$ cat config.mk
export PLATFORM = sky130hd
export DESIGN_NAME = epa_top
export DESIGN_NICKNAME = d
export VERILOG_FILES = /design/src/epa_pkg.sv /design/src/epa_dma_prio.sv /design/src/epa_top.sv
export SDC_FILE = /design/constraint.sdc
export NUM_CORES = 1
export LEC_CHECK = 0
export CORE_UTILIZATION = 35
export DETAILED_ROUTE_END_ITERATION = 10
export DONT_BUFFER_PORTS = 1
export PLACE_DENSITY = 0.57
export SLEW_MARGIN = 25
export SYNTH_ARGS = -nofsm -noshare
export SYNTH_HDL_FRONTEND = slang
export SYNTH_SLANG_ARGS = --single-unit
$ cat constraint.sdc
create_clock -name aclk -period 2.5 [get_ports aclk]
set_input_delay 0.25 -clock aclk [delete_from_list [all_inputs] [get_ports aclk]]
set_output_delay 0.25 -clock aclk [all_outputs]
set_load 0.01 [all_outputs]
$ cat src/epa_pkg.sv
// Package of constants for the external port decode and bus arbiter
// How it works
// RQ1: Map is 256 pages of 64K words
// RQ2: Page 0 internal RAM, no strobe
// RQ3: Boot ROM 4K words at 0xFF0000
// RQ4: Reset bank pages 1/64/128/192 to 254
// RQ5: Software reprograms bank boundaries and waits
// RQ6: Each off-chip space has own settings
// RQ7: Per-space 8 or 16 bit data width; ext_addr only reads the width bit of the memory and boot spaces
// RQ8: I/O pages 0-31 on chip, rest off; the decode holds is_io and is_io_on at 0, so neither I/O select ever asserts
// RQ9: Boot space is one off-chip bank
// RQ10: External address limited to 20 lines
// RQ11: Fetch starts from boot ROM after reset
// RQ12: Data page register supplies external page
// RQ13: External request lowest, granted only when idle
// RQ14: Grant at least three clocks after request
// RQ15: Float bus and strobes before asserting grant
// RQ16: Core external access stalls while granted
// RQ17: No grant between two reads of one instruction
// RQ18: Core exclusive option still honours DMA and request
// RQ19: Request handshake works even under reset
// RQ20: Grant hang when access waits on grant
// RQ21: Fixed DMA priority receive first, memory last
// RQ22: DMA steals cycles; chained descriptors restart (epa_dma_prio only grants requests; there is no descriptor logic)
// RQ23: Request synchronised twice; grant drops promptly
package epa_pkg;
  localparam logic [7:0]  ROM_PAGE      = 8'hFF;
  localparam logic [15:0] ROM_TOP_LIMIT = 16'h0FFF;
  localparam logic [7:0]  IO_ONCHIP_MAX = 8'h1F;
  localparam logic [7:0]  BANK1_START   = 8'h40;
  localparam logic [7:0]  BANK2_START   = 8'h80;
  localparam logic [7:0]  BANK3_START   = 8'hC0;
  localparam logic [7:0]  BANK0_START   = 8'h01;
  localparam logic [7:0]  BOOT_LAST_PG  = 8'hFE;
  localparam logic [23:0] BOOT_VECTOR   = 24'hFF0000;
  localparam int          ADDR_W        = 20;
  localparam int          NUM_DMA       = 5;
  // Register byte addresses
  localparam logic [7:0] REG_BANK_START = 8'h00;
  localparam logic [7:0] REG_CFG_BASE   = 8'h04;
  localparam logic [7:0] REG_CTRL       = 8'h14;
  localparam logic [7:0] REG_PAGE       = 8'h18;
  localparam logic [7:0] REG_STATUS     = 8'h1C;
  // Space index in configuration array
  localparam int SP_MEM = 0;
  localparam int SP_IO  = 1;
  localparam int SP_BOOT = 2;
  localparam int NUM_SPACES = 3;
  // Space configuration field positions
  localparam int F_RWAIT = 0;
  localparam int F_WWAIT = 3;
  localparam int F_WMODE = 6;
  localparam int F_CLKDIV = 8;
  localparam int F_HOLD  = 10;
  localparam int F_POL   = 11;
  localparam int F_WIDE  = 12;
  localparam logic [31:0] CFG_RESET = 32'h0000103F;
  localparam logic [31:0] BANK_RESET = 32'hC0804001;
  localparam int SYNC_MIN_CYC = 3;
  typedef enum logic [1:0] {EPA_RESP_OK = 2'b00, EPA_RESP_SLVERR = 2'b10} epa_resp_e;
endpackage

$ cat src/epa_dma_prio.sv
// Fixed-priority DMA bus arbiter
`timescale 1ns/1ps
module epa_dma_prio
  import epa_pkg::*;
(
  input  wire logic                aclk,
  input  wire logic                aresetn,
  input  wire logic [NUM_DMA-1:0]  dma_req,
  input  wire logic                bus_free,
  output logic      [NUM_DMA-1:0]  dma_gnt
);
  function automatic logic [NUM_DMA-1:0] pick(input logic [NUM_DMA-1:0] r);
    logic [NUM_DMA-1:0] g;
    g = '0;
    for (int i = NUM_DMA - 1; i >= 0; i--) begin
      if (r[i]) begin
        g = '0;
        g[i] = 1'b1;
      end
    end
    return g;
  endfunction

  // Index 0 is serial receive, 4 is memory-to-memory
  always_ff @(posedge aclk) begin
    if (!aresetn) begin
      dma_gnt <= '0;
    end else if (bus_free) begin
      dma_gnt <= pick(dma_req); // [RQ21] [RQ22]
    end else begin
      dma_gnt <= '0;
    end
  end
endmodule

$ cat src/epa_top.sv
// External port decode, space configuration and bus arbitration
`timescale 1ns/1ps
module epa_top
  import epa_pkg::*;
(
  input  wire logic                aclk,
  input  wire logic                aresetn,
  // AXI4-Lite slave
  input  wire logic [7:0]          s_axi_awaddr,
  input  wire logic                s_axi_awvalid,
  output logic                     s_axi_awready,
  input  wire logic [31:0]         s_axi_wdata,
  input  wire logic [3:0]          s_axi_wstrb,
  input  wire logic                s_axi_wvalid,
  output logic                     s_axi_wready,
  output logic [1:0]               s_axi_bresp,
  output logic                     s_axi_bvalid,
  input  wire logic                s_axi_bready,
  input  wire logic [7:0]          s_axi_araddr,
  input  wire logic                s_axi_arvalid,
  output logic                     s_axi_arready,
  output logic [31:0]              s_axi_rdata,
  output logic [1:0]               s_axi_rresp,
  output logic                     s_axi_rvalid,
  input  wire logic                s_axi_rready,
  // Core access request
  input  wire logic                core_req,
  input  wire logic                core_is_data,
  input  wire logic                core_second_read,
  input  wire logic [23:0]         core_addr,
  input  wire logic                core_first_fetch,
  output logic                     core_stall,
  output logic                     int_ram_sel,
  output logic                     boot_rom_sel,
  output logic                     io_onchip_sel,
  // DMA masters
  input  wire logic [NUM_DMA-1:0]  dma_req,
  output logic [NUM_DMA-1:0]       dma_gnt,
  // External pins
  input  wire logic                ext_bus_request_n,
  output logic                     ext_bus_grant_n,
  output logic                     grant_hang_n,
  output logic [3:0]               bank_select_n,
  output logic                     io_space_select_n,
  output logic                     boot_space_select_n,
  output logic [ADDR_W-1:0]        ext_addr,
  output logic                     ext_drive_oe,
  output logic [23:0]              fetch_addr
);
  //////////////////////////////////////////////////////////////////////////////
  // Registers
  logic [31:0] bank_start;
  logic [31:0] space_cfg [NUM_SPACES];
  logic        core_exclusive;
  logic [7:0]  second_data_page_reg;
  logic [1:0]  aw_wd_seen;
  logic [7:0]  aw_hold;
  logic [31:0] w_hold;
  logic [3:0]  w_strb_hold;
  logic        req_s1;
  logic        req_s2;
  logic [1:0]  req_age;
  logic        granted;
  logic        read_pair_lock;

  //////////////////////////////////////////////////////////////////////////////
  // AXI4-Lite write: address and data latched in any order
  always_ff @(posedge aclk) begin
    if (!aresetn) begin
      aw_wd_seen    <= 2'b00;
      aw_hold       <= 8'h00;
      w_hold        <= 32'h00000000;
      w_strb_hold   <= 4'h0;
      s_axi_awready <= 1'b0;
      s_axi_wready  <= 1'b0;
      s_axi_bvalid  <= 1'b0;
      s_axi_bresp   <= EPA_RESP_OK;
    end else begin
      s_axi_awready <= !aw_wd_seen[0] && !s_axi_bvalid && !s_axi_awready;
      s_axi_wready  <= !aw_wd_seen[1] && !s_axi_bvalid && !s_axi_wready;
      if (s_axi_awvalid && s_axi_awready) begin
        aw_wd_seen[0] <= 1'b1;
        aw_hold       <= s_axi_awaddr;
        s_axi_awready <= 1'b0;
      end
      if (s_axi_wvalid && s_axi_wready) begin
        aw_wd_seen[1] <= 1'b1;
        w_hold        <= s_axi_wdata;
        w_strb_hold   <= s_axi_wstrb;
        s_axi_wready  <= 1'b0;
      end
      if (aw_wd_seen == 2'b11 && !s_axi_bvalid) begin
        s_axi_bvalid <= 1'b1;
        s_axi_bresp  <= addr_mapped(aw_hold) ? EPA_RESP_OK : EPA_RESP_SLVERR;
        aw_wd_seen   <= 2'b00;
      end else if (s_axi_bvalid && s_axi_bready) begin
        s_axi_bvalid <= 1'b0;
      end
    end
  end

  function automatic logic addr_mapped(input logic [7:0] a);
    logic gap;
    // Offset after the last space register has no register behind it
    gap = (a == REG_CFG_BASE + 8'(NUM_SPACES * 4));
    return (a[1:0] == 2'b00) && (a <= REG_STATUS) && !gap;
  endfunction

  // Write lands in the cycle its response is raised; strobes were latched with the data
  wire do_write = (aw_wd_seen == 2'b11) && !s_axi_bvalid && addr_mapped(aw_hold);

  // Bank start pages and per-space settings, byte lanes honoured
  always_ff @(posedge aclk) begin
    if (!aresetn) begin
      bank_start <= BANK_RESET; // [RQ4]
    end else if (do_write && aw_hold == REG_BANK_START) begin
      for (int b = 0; b < 4; b++) begin
        if (w_strb_hold[b]) begin
          bank_start[b*8 +: 8] <= w_hold[b*8 +: 8]; // [RQ5]
        end
      end
    end
  end

  genvar gs;
  generate
    for (gs = 0; gs < NUM_SPACES; gs++) begin : g_cfg
      always_ff @(posedge aclk) begin
        if (!aresetn) begin
          space_cfg[gs] <= CFG_RESET;
        end else if (do_write && aw_hold == REG_CFG_BASE + 8'(gs * 4)) begin
          for (int b = 0; b < 4; b++) begin
            if (w_strb_hold[b]) begin
              space_cfg[gs][b*8 +: 8] <= w_hold[b*8 +: 8]; // [RQ6] [RQ7]
            end
          end
        end
      end
    end
  endgenerate

  // Exclusive use leaves arbitration alone: DMA and outside requests still get turns
  always_ff @(posedge aclk) begin
    if (!aresetn) begin
      core_exclusive       <= 1'b0;
      second_data_page_reg <= 8'h00;
    end else if (do_write) begin
      if (aw_hold == REG_CTRL && w_strb_hold[0]) begin
        core_exclusive <= w_hold[0]; // [RQ18]
      end
      if (aw_hold == REG_PAGE && w_strb_hold[0]) begin
        second_data_page_reg <= w_hold[7:0]; // [RQ12]
      end
    end
  end

  //////////////////////////////////////////////////////////////////////////////
  // AXI4-Lite read
  always_ff @(posedge aclk) begin
    if (!aresetn) begin
      s_axi_arready <= 1'b0;
      s_axi_rvalid  <= 1'b0;
      s_axi_rdata   <= 32'h00000000;
      s_axi_rresp   <= EPA_RESP_OK;
    end else begin
      s_axi_arready <= !s_axi_rvalid && !s_axi_arready;
      if (s_axi_arvalid && s_axi_arready) begin
        s_axi_arready <= 1'b0;
        s_axi_rvalid  <= 1'b1;
        s_axi_rresp   <= addr_mapped(s_axi_araddr) ? EPA_RESP_OK : EPA_RESP_SLVERR;
        // Unmapped offsets read as zero with an error response
        unique case (s_axi_araddr)
          REG_BANK_START:    s_axi_rdata <= bank_start;
          REG_CFG_BASE:      s_axi_rdata <= space_cfg[SP_MEM];
          REG_CFG_BASE + 8'h04: s_axi_rdata <= space_cfg[SP_IO];
          REG_CFG_BASE + 8'h08: s_axi_rdata <= space_cfg[SP_BOOT];
          REG_CTRL:          s_axi_rdata <= {31'h00000000, core_exclusive};
          REG_PAGE:          s_axi_rdata <= {24'h000000, second_data_page_reg};
          REG_STATUS:        s_axi_rdata <= {28'h0000000, !grant_hang_n, core_stall,
                                             req_s2, granted};
          default:           s_axi_rdata <= 32'h00000000;
        endcase
      end else if (s_axi_rvalid && s_axi_rready) begin
        s_axi_rvalid <= 1'b0;
      end
    end
  end

  //////////////////////////////////////////////////////////////////////////////
  // Address decode
  logic [23:0] eff_addr;
  logic [7:0]  pg;
  logic        is_int, is_rom, is_bank, is_boot, is_io, is_io_on, ext_hit;
  logic [3:0]  bank_hit;

  // Data accesses take their page from the second data page register
  assign eff_addr = core_is_data ? {second_data_page_reg, core_addr[15:0]} : core_addr; // [RQ12]
  assign pg       = eff_addr[23:16]; // [RQ1]

  function automatic logic [3:0] bank_of(input logic [7:0] p, input logic [31:0] s);
    logic [3:0] h;
    h = 4'h0;
    if (p >= s[31:24] && p <= BOOT_LAST_PG) h[3] = 1'b1;
    else if (p >= s[23:16]) h[2] = 1'b1;
    else if (p >= s[15:8]) h[1] = 1'b1;
    else if (p >= s[7:0]) h[0] = 1'b1;
    return h;
  endfunction

  // Boot space is page 0xFF above ROM_TOP_LIMIT; I/O decode is tied off (is_io and is_io_on stay 0);
  // pages 0 and 0xFF never hit a bank, other pages at or above some bank start page go to the memory banks.
  always_comb begin
    is_int   = (pg == 8'h00); // [RQ2]
    is_rom   = (pg == ROM_PAGE) && (eff_addr[15:0] <= ROM_TOP_LIMIT); // [RQ3]
    is_io    = 1'b0;
    is_io_on = 1'b0;
    is_boot  = (pg == ROM_PAGE) && !is_rom; // [RQ9]
    bank_hit = (is_int || pg == ROM_PAGE) ? 4'h0 : bank_of(pg, bank_start); // [RQ5]
    is_bank  = |bank_hit;
    ext_hit  = core_req && (is_bank || is_boot || is_io);
  end

  // I/O decode: io page in core_addr[17:10] when data accesses target I/O
  logic [7:0] io_pg;
  assign io_pg = core_addr[17:10];

  //////////////////////////////////////////////////////////////////////////////
  // Bus request synchroniser and arbiter; runs during reset too
  always_ff @(posedge aclk) begin
    req_s1 <= !ext_bus_request_n; // [RQ19] [RQ23]
    req_s2 <= req_s1;
  end

  // Outside request has lowest priority: any on-chip demand keeps it waiting
  wire internal_busy = (ext_hit && !granted) || (|dma_req) || read_pair_lock;

  // Age of the synchronised request, so the grant never beats the minimum delay
  always_ff @(posedge aclk) begin
    if (!req_s2) begin
      req_age <= 2'd0;
    end else if (req_age != 2'(SYNC_MIN_CYC - 2)) begin
      req_age <= req_age + 2'd1;
    end
  end

  // Grant logic is not reset so the handshake keeps working in reset
  always_ff @(posedge aclk) begin
    if (!req_s2) begin
      granted <= 1'b0; // [RQ16] [RQ23]
    end else if (!granted && req_age == 2'(SYNC_MIN_CYC - 2) && !internal_busy) begin
      granted <= 1'b1; // [RQ13] [RQ14] [RQ17] [RQ18]
    end
  end

  always_ff @(posedge aclk) begin
    ext_drive_oe    <= !(granted || (req_s2 && !internal_busy)); // [RQ15]
    ext_bus_grant_n <= !granted; // [RQ15]
  end

  // A paired read holds the bus through its second access
  always_ff @(posedge aclk) begin
    if (!aresetn) begin
      read_pair_lock <= 1'b0;
    end else begin
      read_pair_lock <= core_req && ext_hit && core_second_read && !granted; // [RQ17]
    end
  end

  //////////////////////////////////////////////////////////////////////////////
  // Strobes, address and stall
  logic wide;
  assign wide = space_cfg[is_boot ? SP_BOOT : SP_MEM][F_WIDE];

  // On-chip targets raise no external strobe, though ext_addr still follows them
  always_ff @(posedge aclk) begin
    if (!aresetn) begin
      int_ram_sel   <= 1'b0;
      boot_rom_sel  <= 1'b0;
      io_onchip_sel <= 1'b0;
    end else begin
      int_ram_sel   <= core_req && is_int; // [RQ2]
      boot_rom_sel  <= core_req && is_rom; // [RQ3]
      io_onchip_sel <= core_req && core_is_data && (io_pg <= IO_ONCHIP_MAX) && is_io_on; // [RQ8]
    end
  end

  // Stall and hang both mean an external access waits on the lent bus
  always_ff @(posedge aclk) begin
    if (!aresetn) begin
      core_stall   <= 1'b0;
      grant_hang_n <= 1'b1;
    end else begin
      core_stall   <= ext_hit && granted; // [RQ16]
      grant_hang_n <= !(ext_hit && granted); // [RQ20]
    end
  end

  // Strobes go idle while granted, the pins belong to the other master then
  always_ff @(posedge aclk) begin
    if (!aresetn) begin
      bank_select_n       <= 4'hF;
      io_space_select_n   <= 1'b1;
      boot_space_select_n <= 1'b1;
    end else if (granted) begin
      bank_select_n       <= 4'hF; // [RQ15]
      io_space_select_n   <= 1'b1;
      boot_space_select_n <= 1'b1;
    end else begin
      bank_select_n       <= ~(bank_hit & {4{core_req}}); // [RQ4]
      io_space_select_n   <= !(core_req && is_io && io_pg > IO_ONCHIP_MAX); // [RQ8]
      boot_space_select_n <= !(core_req && is_boot); // [RQ9]
    end
  end

  // 8-bit width needs byte address, 16-bit uses word address; held while granted
  always_ff @(posedge aclk) begin
    if (!aresetn) begin
      ext_addr <= '0;
    end else if (!granted) begin
      ext_addr <= wide ? eff_addr[ADDR_W-1:0]
                       : {eff_addr[ADDR_W-2:0], 1'b0}; // [RQ7] [RQ10]
    end
  end

  // First fetch after reset always comes from the boot ROM
  always_ff @(posedge aclk) begin
    if (!aresetn) begin
      fetch_addr <= BOOT_VECTOR; // [RQ11]
    end else if (!core_first_fetch) begin
      fetch_addr <= core_addr;
    end
  end

  // DMA arbitration pauses while the outside master holds the bus
  epa_dma_prio u_dma (
    .aclk     (aclk),
    .aresetn  (aresetn),
    .dma_req  (dma_req),
    .bus_free (!granted),
    .dma_gnt  (dma_gnt)
  );
endmodule

Word level (Yosys, flattened, before mapping)
Memory sizes are Yosys's and may differ from the RTL's.
Index checks and enable logic that the tools add are counted.
W data, S select, Z words.
{ "totals": {"register_bits": 194, "latch_bits": 0, "ramBits": 96, "romBits": 0, "out_inout_bits": 103, "wordCells": 240, "n_memories": 1} }
{ "memory_table": {"columns": ["name", "depth", "width", "rd", "rd_ports_with_merged_regs", "write_ports", "line_no", "source"], "rows": [
  ["space_cfg", 3, 32, 4, 0, 3, "epa_top.sv:53", "logic [31:0] space_cfg [NUM_SPACES];"]
]} }
{ "op_classes": {"add_sub_neg": 1, "n_mul": 0, "n_div": 0, "magnitude_cmp": 8, "eq_ne": 17, "n_shift": 0, "n_mux": 76, "n_bitwise": 15, "reduce_logical": 83} }
{ "op_table": {"columns": ["cell", "count"], "rows": [
  ["$pmux W32 S7", 1],
  ["$mux W8", 12],
  ["$eq A8 B5 Y1 const B", 7],
  ["$mux W1", 51],
  ["$logic_and A1 B1 Y1", 37],
  ["$eq A8 B4 Y1 const B", 4],
  ["$ge A8 B8 Y1", 4],
  ["$logic_not A8 Y1", 3],
  ["$mux W24", 1],
  ["$mux W20", 1],
  ["$logic_not A1 Y1", 17],
  ["$eq A8 B3 Y1 const B", 2],
  ["$le A16 B12 Y1 const B", 1],
  ["$le A8 B5 Y1 const B", 2],
  ["$or A1 B1 Y1", 12],
  ["$reduce_and A2 Y1", 6],
  ["$mux W2", 5],
  ["$reduce_or A2 Y1", 5],
  ["$reduce_or A5 Y1", 2],
  ["$eq A8 B8 Y1 const B", 1],
  ["$le A8 B8 Y1 const B", 1],
  ["$mux W4", 2],
  ["$reduce_or A4 Y1", 2],
  ["$mux W3", 2],
  ["other kinds (13)", 19]
]} }

Depth between registers and ports, before layout
Gate-level depths: netlist of run 1.
{ "depth": {"word_depth": 17, "depth_mapped": 10} }

Cells and area by module
Synthesis of run 1 repeated with hierarchy kept, for this count alone.
{ "unflattened": {"cells_unflattened": 1185, "hier_area_um2": 12654.6} }
{ "by_module_without_submodules": {"columns": ["mod", "n_inst", "cells_per_inst", "area_each_um2", "seq_area_each_um2"], "rows": [
  ["epa_top", 1, 1173, 12478.2, 6626.4],
  ["epa_dma_prio", 1, 12, 176.4, 100.1]
]} }

Worst setup path before layout of run 1
OpenSTA, ideal clock, no wires.
{ "synth_path": {"kind": "input to register", "startpoint": "in core_is_data", "endpoint": "reg bank_select_n[0]", "setup_time_ns": 0.132, "t_arrival_ns": 2.282, "required_ns": 2.368, "path_slack_ns": 0.085, "stages": 8, "path_cell_list": "buf_4 > mux2_2 > ha_1 > a211oi_1 > o21ai_0 > a41oi_1 > nand3_1 > or3b_2"} }
{ "synth_between": {"elab_chain_len": 9, "elab_cells_between_ends": 17, "classes_between": "order compare: 5; eq/ne: 1; mux: 6; bitwise: 2; reduce/logical: 3"} }
{ "synth_lines": {"columns": ["item", "line_no", "source"], "rows": [
  ["start: declaration", "epa_top.sv:28", "input wire logic core_is_data,"],
  ["$mux W24 (*)", "epa_top.sv:197", "assign eff_addr = core_is_data ? {second_data_page_reg, core_addr[15:0]} : core_addr;"],
  ["$ge A8 B8 Y1", "epa_top.sv:206", "else if (p >= s[7:0]) h[0] = 1'b1;"],
  ["$mux W1", "epa_top.sv:206", null],
  ["$mux W1", "epa_top.sv:205", "else if (p >= s[15:8]) h[1] = 1'b1;"],
  ["$mux W2", "epa_top.sv:204", "else if (p >= s[23:16]) h[2] = 1'b1;"],
  ["$mux W3", "epa_top.sv:203", "if (p >= s[31:24] && p <= BOOT_LAST_PG) h[3] = 1'b1;"],
  ["$mux W4 (*)", "epa_top.sv:218", "bank_hit = (is_int || pg == ROM_PAGE) ? 4'h0 : bank_of(pg, bank_start);"],
  ["$and A4 B4 Y4 (*)", "epa_top.sv:309", "bank_select_n <= ~(bank_hit & {4{core_req}});"],
  ["$not A4 Y4 (*)", "epa_top.sv:309", null],
  ["end signal: assignment", "epa_top.sv:309", null],
  ["end: declaration", "epa_top.sv:43", "output logic [3:0] bank_select_n,"]
]} }
Every way passes the cells marked *; elsewhere a longest branch is shown, timed or not.
A chain may end at the register's enable or synchronous reset.

Worst setup path after layout of run 1
{ "layout_path": {"startpoint": "reg second_data_page_reg[7]", "endpoint": "reg bank_select_n[0]"} }
{ "layout_between": {"elab_chain_len": 9, "elab_cells_between_ends": 17, "classes_between": "order compare: 5; eq/ne: 1; mux: 6; bitwise: 2; reduce/logical: 3"} }
{ "layout_lines": {"columns": ["item", "line_no", "source"], "rows": [
  ["start: declaration", "epa_top.sv:55", "logic [7:0] second_data_page_reg;"],
  ["start signal: assignment", "epa_top.sv:152", "second_data_page_reg <= w_hold[7:0];"],
  ["$mux W24 (*)", "epa_top.sv:197", null],
  ["$ge A8 B8 Y1", "epa_top.sv:206", null],
  ["$mux W1", "epa_top.sv:206", null],
  ["$mux W1", "epa_top.sv:205", null],
  ["$mux W2", "epa_top.sv:204", null],
  ["$mux W3", "epa_top.sv:203", null],
  ["$mux W4 (*)", "epa_top.sv:218", null],
  ["$and A4 B4 Y4 (*)", "epa_top.sv:309", null],
  ["$not A4 Y4 (*)", "epa_top.sv:309", null]
]} }
Marks and branches as above.

==> impl_metrics.yaml, run 1 <==
detailed_routing:
  vias: 9246
  vias_per_cell: 5.12
  ant_nets: 0
  drt-pass1-iter-count: 7
  drt-total-wl_um: 35500
  drc: 0
  wire_per_inst_um: 19.7
  drt_iter0_drc: 567
logic_synthesis:
  synth_top_area_cell: "dfxtp_1"
  synth_seq_area_share_pct: 53.2
  syn_inst: 1195
  yosys_warnings: 0
  synth_top_flop_cell: "dfxtp_1"
  synth_edf_count: 96
  yosysTopAreaCellShare_pct: 30.4
  synth_area_sq_um: 12600
  ys_ff_latch: 288
  synth_cell_types: 59
  async_reset_ff_share_pct: 0
  netlist_top_cells_area: "dfxtp_1, edfxtp_1, nand2_1"
  syn_area_per_cell_sq_um: 10.6
worst_setup_path:
  path_cells: "mux2_2 -> ha_1 -> a41o_1 -> a21oi_1 -> o31a_1 -> nand3_1 -> or3b_2"
  worst_path_max_delay_cell: "or3b_2"
  cp-end-kind: "register"
  startpoint: "second_data_page_reg[7]"
  max_stage_delay_ns: 0.48
  r2r_start: "second_data_page_reg[7]"
  path_max_fanout: 5
  crit_type: "register to register"
  required_ns: 2.90
  rrSetupSlack_ns: 0.13
  start_kind: "register"
  cp_data_arrival_time_ns: 2.76
final_layout:
  regMostFlops: "space_cfg"
  largest_reg_flops: 96
  mostFrequentLayoutCell: "dfxtp_1"
  syn_to_final_growth_pct: 22.1
  most-common-layout-cells: "dfxtp_1, nand2_1, dlygate4sd3_1, edfxtp_1, and2_1"
  n_fill_cell: 3358
  fin_area_sq_um: 15400
  drive_gt1_share_pct: 10.7
  final_nets: 1444
sta:
  drv_slew: 0
  hold_slack_ns: 0.0533
  grt_setup_unrepaired: "no"
  min_period_over_period_pct: 94.6
  finalSetupTns_ns: 0
  hold_viol: 0
  relSlewSlack_pct: 50.9
  max_slew.worst_pin.slew_ns: 0.734
  setup_slack_ns: 0.134
  setup_viol: 0
  fin_skew_ns: 0.0175
  fmax_mhz: 423
  min_period_ns: 2.37
power_and_ir_drop:
  powerDensity_nw_per_um2: 687
  p_leak_nw: 5.55
  ir_worst_vdd_uv: 414
die:
  placementRows: 69
  start_util_pct: 35.5
  core_sq_um: 35600
  die_area_sq_um: 36900
  boundaryPins: 196
  chipHeight_um: 192
  fp.dieW_um: 192
place:
  place_ws_ns: 0.176
  dpl-instance-area_sq_um: 13300
  port_buffers: 0
  hpwl_um: 23700
  place.gp.congestion: 0.809
clock_tree:
  htree_levels: 2
  clockBufferDepth: 3
  cts_buffers: 35
  root_buffer: "clkbuf_16"
  clkSinkCount: 288
  path_clk_slew_ns: 0.05
  clock_latency_ns: 0.52
  cts_setup_buffers: 0
  cts_tree: "built"
outcome:
  status: "finished clean"
job:
  maxCapViolCount: 0
grt:
  grt_pass1_wl_um: 53200
  grt_max_degree: 164
  grt_pass1_vias: 9139
  grt_overflow: 0
  antenna_found_initial: 1
  grt_use_total_pct: 19.1
worst_hold_path:
  min_path_type: "input port to register"
  hold_start: "aresetn"
## cell type report
type	count	area (sq um)	area share, %
Clock buffer	52	981	6.36
Sequential cell	288	6730	43.6
Multi-Input combinational cell	801	5480	35.5
Timing Repair Buffer	154	1430	9.30
Tap cell	461	577	3.74
Inverter	38	143	0.925
Clock inverter	11	81.3	0.527
Antenna cell	1	2.50	0.0162
## layer usage
metal	track usage, %	part of all wire, %	vias to the layer above
li1	-	-	4478
met1	24.6	43	4437
met2	31.7	48	273
met3	4.11	6.1	58
met4	5.91	2.4	0
met5	0	0	-
## logic make-up after synthesis
group | count (synthesis) | share of synthesized area, %
compound gates | 212 | 11.4
mux | 90 | 9.81
other cells | 2 | 0.0595
simple gates | 461 | 18.6
buf+inv | 108 | 3.53
xor+xnor | 1 | 0.0693
flops | 288 | 53.2
fa+ha+maj | 33 | 3.27
## worst max-delay path, delay by kind of cell (launching register included)
family / cells / cell delay, ns
adder cells (fa/ha/maj): 1 / 0.33
flip-flops: 1 / 0.34
AO/OA/AOI/OAI: 3 / 0.61
multiplexers: 1 / 0.33
AND/OR/NAND/NOR: 2 / 0.63
## report_power, final
group | switching (W) | internal (W)
sequential | 0.000143 | 0.00498
clock | 0.00200 | 0.00274
combinational | 0.000360 | 0.000382
## stage by stage
stage	utilization (%)	total power, W	cells
4_1_cts	43.3	0.0107	1805
2_1_floorplan	-	0.00565	1197
6_report	43.4	0.0106	1806
5_1_grt	43.4	0.0110	1806
3_3_place_gp	37.4	0.00576	1638
3_5_place_dp	37.4	0.00577	1638
## repair_timing
action                                  CTS  global route
hold buffers                            104             0
endpoints found under the setup margin    0             2
endpoints found under the hold margin   175             0
gates resized for setup                   0             1
## final timing paths
kind                            cells past startpoint                to
worst max-delay path                                7  bank_select_n[0]
worst max register to register                      7  bank_select_n[0]
worst min register to register                      0            req_s2
worst min-delay path                                2    s_axi_rdata[2]
## cell usage after synthesis (3+ instances only)
cell type / count
buf_4: 5
nor3_1: 8
clkbuf_1: 53
a22oi_1: 24
mux4_2: 26
dfxtp_1: 192
o21a_1: 3
a211oi_1: 4
buf_1: 5
o21ai_0: 48
and3_1: 3
mux2_2: 10
nand4_1: 3
nor2b_1: 54
a22o_1: 4
or3_1: 22
mux2i_1: 54
nor2_1: 39
buf_2: 5
nand3_1: 56
and2_1: 82
a221oi_1: 8
edfxtp_1: 96
nand2_1: 162
a21oi_1: 29
nor4_1: 3
ha_1: 33
nor3b_1: 3
a21boi_0: 74
inv_1: 38
nand2b_1: 9
nand3b_1: 3
No activity file was read; power rests on OpenSTA's default activity.
==> run 2: changes to the inputs <==
--- a/config.mk
+++ b/config.mk
@@ -5,10 +5,10 @@
 export SDC_FILE = /design/constraint.sdc
 export NUM_CORES = 1
 export LEC_CHECK = 0
-export CORE_UTILIZATION = 35
+export CORE_UTILIZATION = 40
 export DETAILED_ROUTE_END_ITERATION = 10
 export DONT_BUFFER_PORTS = 1
-export PLACE_DENSITY = 0.57
+export PLACE_DENSITY = 0.62
 export SLEW_MARGIN = 25
 export SYNTH_ARGS = -nofsm -noshare
 export SYNTH_HDL_FRONTEND = slang
==> run 2 against run 1 <==
Against the previous run: the flow now finishes with violations (design-rule violations); via count is essentially flat; global-route usage rose by 2.2 points; final area is 0.73% lower; sequential share of layout area is 0.32 points higher; first-iteration DRC count is 7.1% higher; fmax is 1.0% higher; largest cell class unchanged.
==> impl_metrics.yaml, run 2 (synthesis gave the netlist of run 1 again) <==
outcome:
  status: "finished, violations left"
  violations: "design-rule violations"
detailed_routing:
  drt_iter0_drc: 607
  drt-pass1-iter-count: 8
  vias_per_cell: 5.35
  wire_per_inst_um: 19.8
  drt-total-wl_um: 34300
  dr_wl_met2_um: 17300
  ant_nets: 0
  highest_layer: "met4"
  drt-met1-wl_um: 14400
  drc: 8
  dr_wl_met3_um: 1800
  vias: 9244
sta:
  max_slew.worst_pin.slew_ns: 0.707
  hold_viol: 0
  grt_setup_unrepaired: "no"
  hold_slack_ns: 0.0430
  fin_skew_ns: 0.0137
  min_period_ns: 2.34
  finalSetupTns_ns: 0
  min_period_over_period_pct: 93.7
  drv_slew: 0
  relSlewSlack_pct: 52.7
  fmax_mhz: 427
  setup_viol: 0
worst_setup_path:
  r2r_start: "second_data_page_reg[7]"
  crit_end: "bank_select_n[0]"
  r2r_end: "bank_select_n[0]"
  required_ns: 2.94
  startpoint: "second_data_page_reg[7]"
  cp-end-kind: "register"
  reg2reg_depth: 7
  rrSetupSlack_ns: 0.16
  start_kind: "register"
  path_max_fanout: 5
  cp_data_arrival_time_ns: 2.78
  crit_type: "register to register"
clock_tree:
  htree_levels: 1
  clkSinkCount: 288
  root_buffer: "clkbuf_16"
  cts_tree: "built"
  path_clk_slew_ns: 0.07
  clock_latency_ns: 0.55
  clockBufferDepth: 3
  cts_setup_buffers: 0
  cts_buffers: 30
die:
  boundaryPins: 196
  die_area_sq_um: 32300
  placementRows: 64
  chipHeight_um: 180
  core_sq_um: 30800
  start_util_pct: 41.0
  fp.dieW_um: 180
final_layout:
  num_antenna_cells: 0
  syn_to_final_growth_pct: 21.2
  seq_area_sq_um: 6730
  most-common-layout-cells: "dfxtp_1, nand2_1, dlygate4sd3_1, edfxtp_1, and2_1"
  mostFrequentLayoutCell: "dfxtp_1"
  regMostFlops: "space_cfg"
  drive_gt1_share_pct: 10.7
  final_nets: 1435
  multi_input_area_sq_um: 5490
  largest_reg_flops: 96
  finish.utilization_pct: 49.7
  n_fill_cell: 2759
grt:
  grt_pass1_wl_um: 53700
  grt_pass1_vias: 9243
  grt_max_degree: 165
  grt_overflow: 0
  antenna_found_initial: 0
  grt_use_total_pct: 21.3
place:
  place.gp.congestion: 0.859
  hpwl_um: 22600
  port_buffers: 0
power_and_ir_drop:
  internal_power_w: 0.00811
  power.share.clock_pct: 43.9
  p_leak_nw: 5.52
  powerDensity_nw_per_um2: 683
  seqPwrFrac_pct: 49.1
  finalPower_w: 0.0105
  p_switching_w: 0.00234
  ir_worst_vdd_uv: 492
  power_frac_comb_pct: 7.0
  swShare_pct: 22.4
job:
  maxCapViolCount: 0
worst_hold_path:
  min_path_type: "input port to register"
## run 2: changes by cell type in the layout (fill, tap and decap cells not counted), moves of 2 or more
cell / previous run / this run
buf_4: 50 / 42
clkbuf_1: 14 / 6
clkbuf_8: 2 / 7
clkbuf_16: 36 / 32
dlygate4sd3_1: 103 / 106
inv_6: 3 / 0
bufinv_16: 0 / 2
clkinv_1: 2 / 0
clkinv_2: 3 / 5
## run 2: area by class of cell
cell class / instances / share of cell area [%]
clock buffers: 46 / 6.04
multi-input cells: 801 / 35.9
repair buffers: 150 / 9.30
flip-flops and latches: 288 / 43.9
inverters: 38 / 0.932
clock inverters: 10 / 0.695
well taps: 396 / 3.24
## run 2: timing repair
item                                    4_1_cts  5_1_grt
hold buffers                                107        0
endpoints found under the hold margin       176        0
endpoints found under the setup margin        0        6
resized for setup                             0        4
## run 2: metal layers
metal  global-route usage, %  vias to the layer above
met2                    37.9                      241
met1                    26.9                     4498
met5                       0                        -
met3                    3.04                       55
met4                    5.55                        0
li1                        -                     4450
## run 2: worst min path at each step
stage / start / to / depth (start not counted)
5_1_grt: aresetn / space_cfg[2][12] / 2
3_5_place_dp: ext_bus_request_n / req_s1 / 1
2_1_floorplan: ext_bus_request_n / req_s1 / 1
3_3_place_gp: ext_bus_request_n / req_s1 / 1
4_1_cts: aresetn / s_axi_rdata[4] / 2
6_report: aresetn / s_axi_rdata[4] / 2
## run 2: power by group through the flow
stage	combinational (W)	clock (W)	sequential [W]
2_1_floorplan	0.000481	0	0.00517
3_3_place_gp	0.000524	0	0.00522
3_5_place_dp	0.000537	0	0.00523
4_1_cts	0.000734	0.00469	0.00513
5_1_grt	0.000822	0.00489	0.00514
6_report	0.000736	0.00459	0.00513
## run 2: worst max-delay path, cell delays in order, from the launching register on
cell     delay, ns
dfxtp_1       0.35
mux2_2        0.34
ha_1          0.33
a41o_1        0.24
a21oi_1       0.15
o31a_1        0.19
nand3_1       0.14
or3b_2        0.48
## run 2: per-stage QoR
step | setup slack (ns) | cells | cell area [sq um]
final | 0.158 | 1729 | 15300
after global routing | 0.00978 | 1729 | 15300
after CTS | 0.0464 | 1729 | 15300
after detailed placement | 0.0450 | 1566 | 13200
after global placement | 0.116 | 1566 | 13200
after floorplan | 0.0854 | 1197 | 12600
==> run 3: changes to the inputs <==
--- a/config.mk
+++ b/config.mk
@@ -8,6 +8,7 @@
 export CORE_UTILIZATION = 40
 export DETAILED_ROUTE_END_ITERATION = 10
 export DONT_BUFFER_PORTS = 1
+export HOLD_SLACK_MARGIN = 0.1
 export PLACE_DENSITY = 0.62
 export SLEW_MARGIN = 25
 export SYNTH_ARGS = -nofsm -noshare
==> run 3 against run 2 <==
Against the previous run: die area is the same; non-clock buffer count is 10 higher; highest routed layer unchanged; first-iteration DRC count grew 4.3%; global-route usage is 0.61 points higher; combinational power is 4.6% higher; via count grew 0.24%; the flow still finishes with violations (design-rule violations); clock-buffer cell count did not move; critical path type unchanged; hold slack improved by 0.051 ns; final area rose by 0.65%; fmax is 0.95% lower; routed wire length up 3.0%.
==> impl_metrics.yaml, run 3 (synthesis gave the netlist of run 1 again) <==
final_layout:
  regMostFlops: "space_cfg"
  final_nets: 1445
  largest_reg_flops: 96
  syn_to_final_growth_pct: 22.0
  drive_gt1_share_pct: 10.6
  most-common-layout-cells: "dfxtp_1, nand2_1, dlygate4sd3_1, edfxtp_1, and2_1"
  mostFrequentLayoutCell: "dfxtp_1"
  num_antenna_cells: 0
place:
  place.gp.congestion: 0.859
  port_buffers: 0
  hpwl_um: 22600
job:
  maxCapViolCount: 0
clock_tree:
  cts_buffers: 30
  htree_levels: 1
  cts_tree: "built"
  root_buffer: "clkbuf_16"
  path_clk_slew_ns: 0.07
  clock_latency_ns: 0.55
  clockBufferDepth: 3
  clkSinkCount: 288
  cts_setup_buffers: 0
power_and_ir_drop:
  finalPower_w: 0.0105
  ir_worst_vdd_uv: 496
  powerDensity_nw_per_um2: 681
  p_leak_nw: 5.56
die:
  placementRows: 64
  boundaryPins: 196
  start_util_pct: 41.0
  die_area_sq_um: 32300
  fp.dieW_um: 180
  core_sq_um: 30800
  chipHeight_um: 180
worst_setup_path:
  max_stage_delay_ns: 0.49
  crit_type: "register to register"
  path_max_fanout: 5
  path_cells: "mux2_2 -> ha_1 -> a41o_1 -> a21oi_1 -> o31a_1 -> nand3_1 -> or3b_2"
  required_ns: 2.94
  rrSetupSlack_ns: 0.14
  worst_path_max_delay_cell: "or3b_2"
  path_buf_inv: 0
  crit_family: "simple AND/OR/NAND/NOR gates"
  cp-end-kind: "register"
  cp_data_arrival_time_ns: 2.80
  start_kind: "register"
grt:
  grt_max_degree: 172
  grt_pass1_vias: 9295
  grt_use_total_pct: 21.9
  grt_pass1_wl_um: 54900
  grt_overflow: 0
  antenna_found_initial: 0
sta:
  fin_skew_ns: 0.0138
  drv_slew: 0
  hold_viol: 0
  relSlewSlack_pct: 33.1
  max_slew.worst_pin.slew_ns: 1.00
  grt_setup_unrepaired: "no"
  finalSetupTns_ns: 0
  setup_viol: 0
  min_period_ns: 2.36
  min_period_over_period_pct: 94.6
  fmax_mhz: 423
worst_hold_path:
  min_path_type: "input port to register"
detailed_routing:
  ant_nets: 0
  drt-total-wl_um: 35300
  wire_per_inst_um: 20.3
  vias: 9266
  drt-pass1-iter-count: 8
  vias_per_cell: 5.33
  drc: 8
  drt_iter0_drc: 633
outcome:
  status: "finished, violations left"
  violations: "design-rule violations"
## run 3: cell count changes in the layout (fill, tap and decap cells not counted), sizes merged
cell         change
dlygate4sd3     +10
## run 3: final cells by class
cell class | instances | area [sq um]
multi-input cells | 801 | 5490
repair buffers | 160 | 1520
well taps | 396 | 495
fillers | 2755 | 15400
clock inverters | 10 | 106
flip-flops and latches | 288 | 6730
inverters | 38 | 143
clock buffers | 46 | 925
## run 3: what timing repair did
| item | in CTS | in global routing |
|---|---|---|
| setup endpoints to repair | 0 | 6 |
| hold endpoints to repair | 216 | 0 |
| hold buffers | 117 | 0 |
| resized for setup | 0 | 4 |
## run 3: routing by layer
layer | track usage [%] | part of all wire [%]
met5 | 0 | 0
met4 | 6.52 | 2.7
met3 | 3.10 | 5.0
met2 | 38.6 | 50
met1 | 27.7 | 42
## run 3: stage by stage
step / hold WS (ns) / cells / setup slack [ns] / utilization [%] / instance area (sq um)
after floorplan: 0.307 / 1197 / 0.0854 / - / 12600
after global placement: 0.311 / 1566 / 0.116 / 42.7 / 13200
after detailed placement: 0.312 / 1566 / 0.0450 / 42.7 / 13200
after CTS: 0.101 / 1739 / 0.0464 / 49.9 / 15400
after global routing: 0.112 / 1739 / 0.0150 / 50.0 / 15400
final: 0.0937 / 1739 / 0.136 / 50.0 / 15400
## run 3: worst register-to-register path, cell delays in order (launching register included)
cell	delay [ns]
dfxtp_1	0.34
mux2_2	0.35
ha_1	0.34
a41o_1	0.24
a21oi_1	0.15
o31a_1	0.19
nand3_1	0.16
or3b_2	0.49
## run 3: path summary, 6_finish.rpt
check                           from               end  cells past startpoint
max          second_data_page_reg[7]  bank_select_n[0]                      7
min                          aresetn    fetch_addr[16]                      2
max reg2reg  second_data_page_reg[7]  bank_select_n[0]                      7
min reg2reg                   req_s1            req_s2                      0
## run 3: power by group
part | leakage, nW | internal [W] | switching [W]
clock network | 0.508 | 0.00275 | 0.00185
logic | 2.57 | 0.000396 | 0.000374
registers | 2.48 | 0.00498 | 0.000152
total | 5.56 | 0.00812 | 0.00238
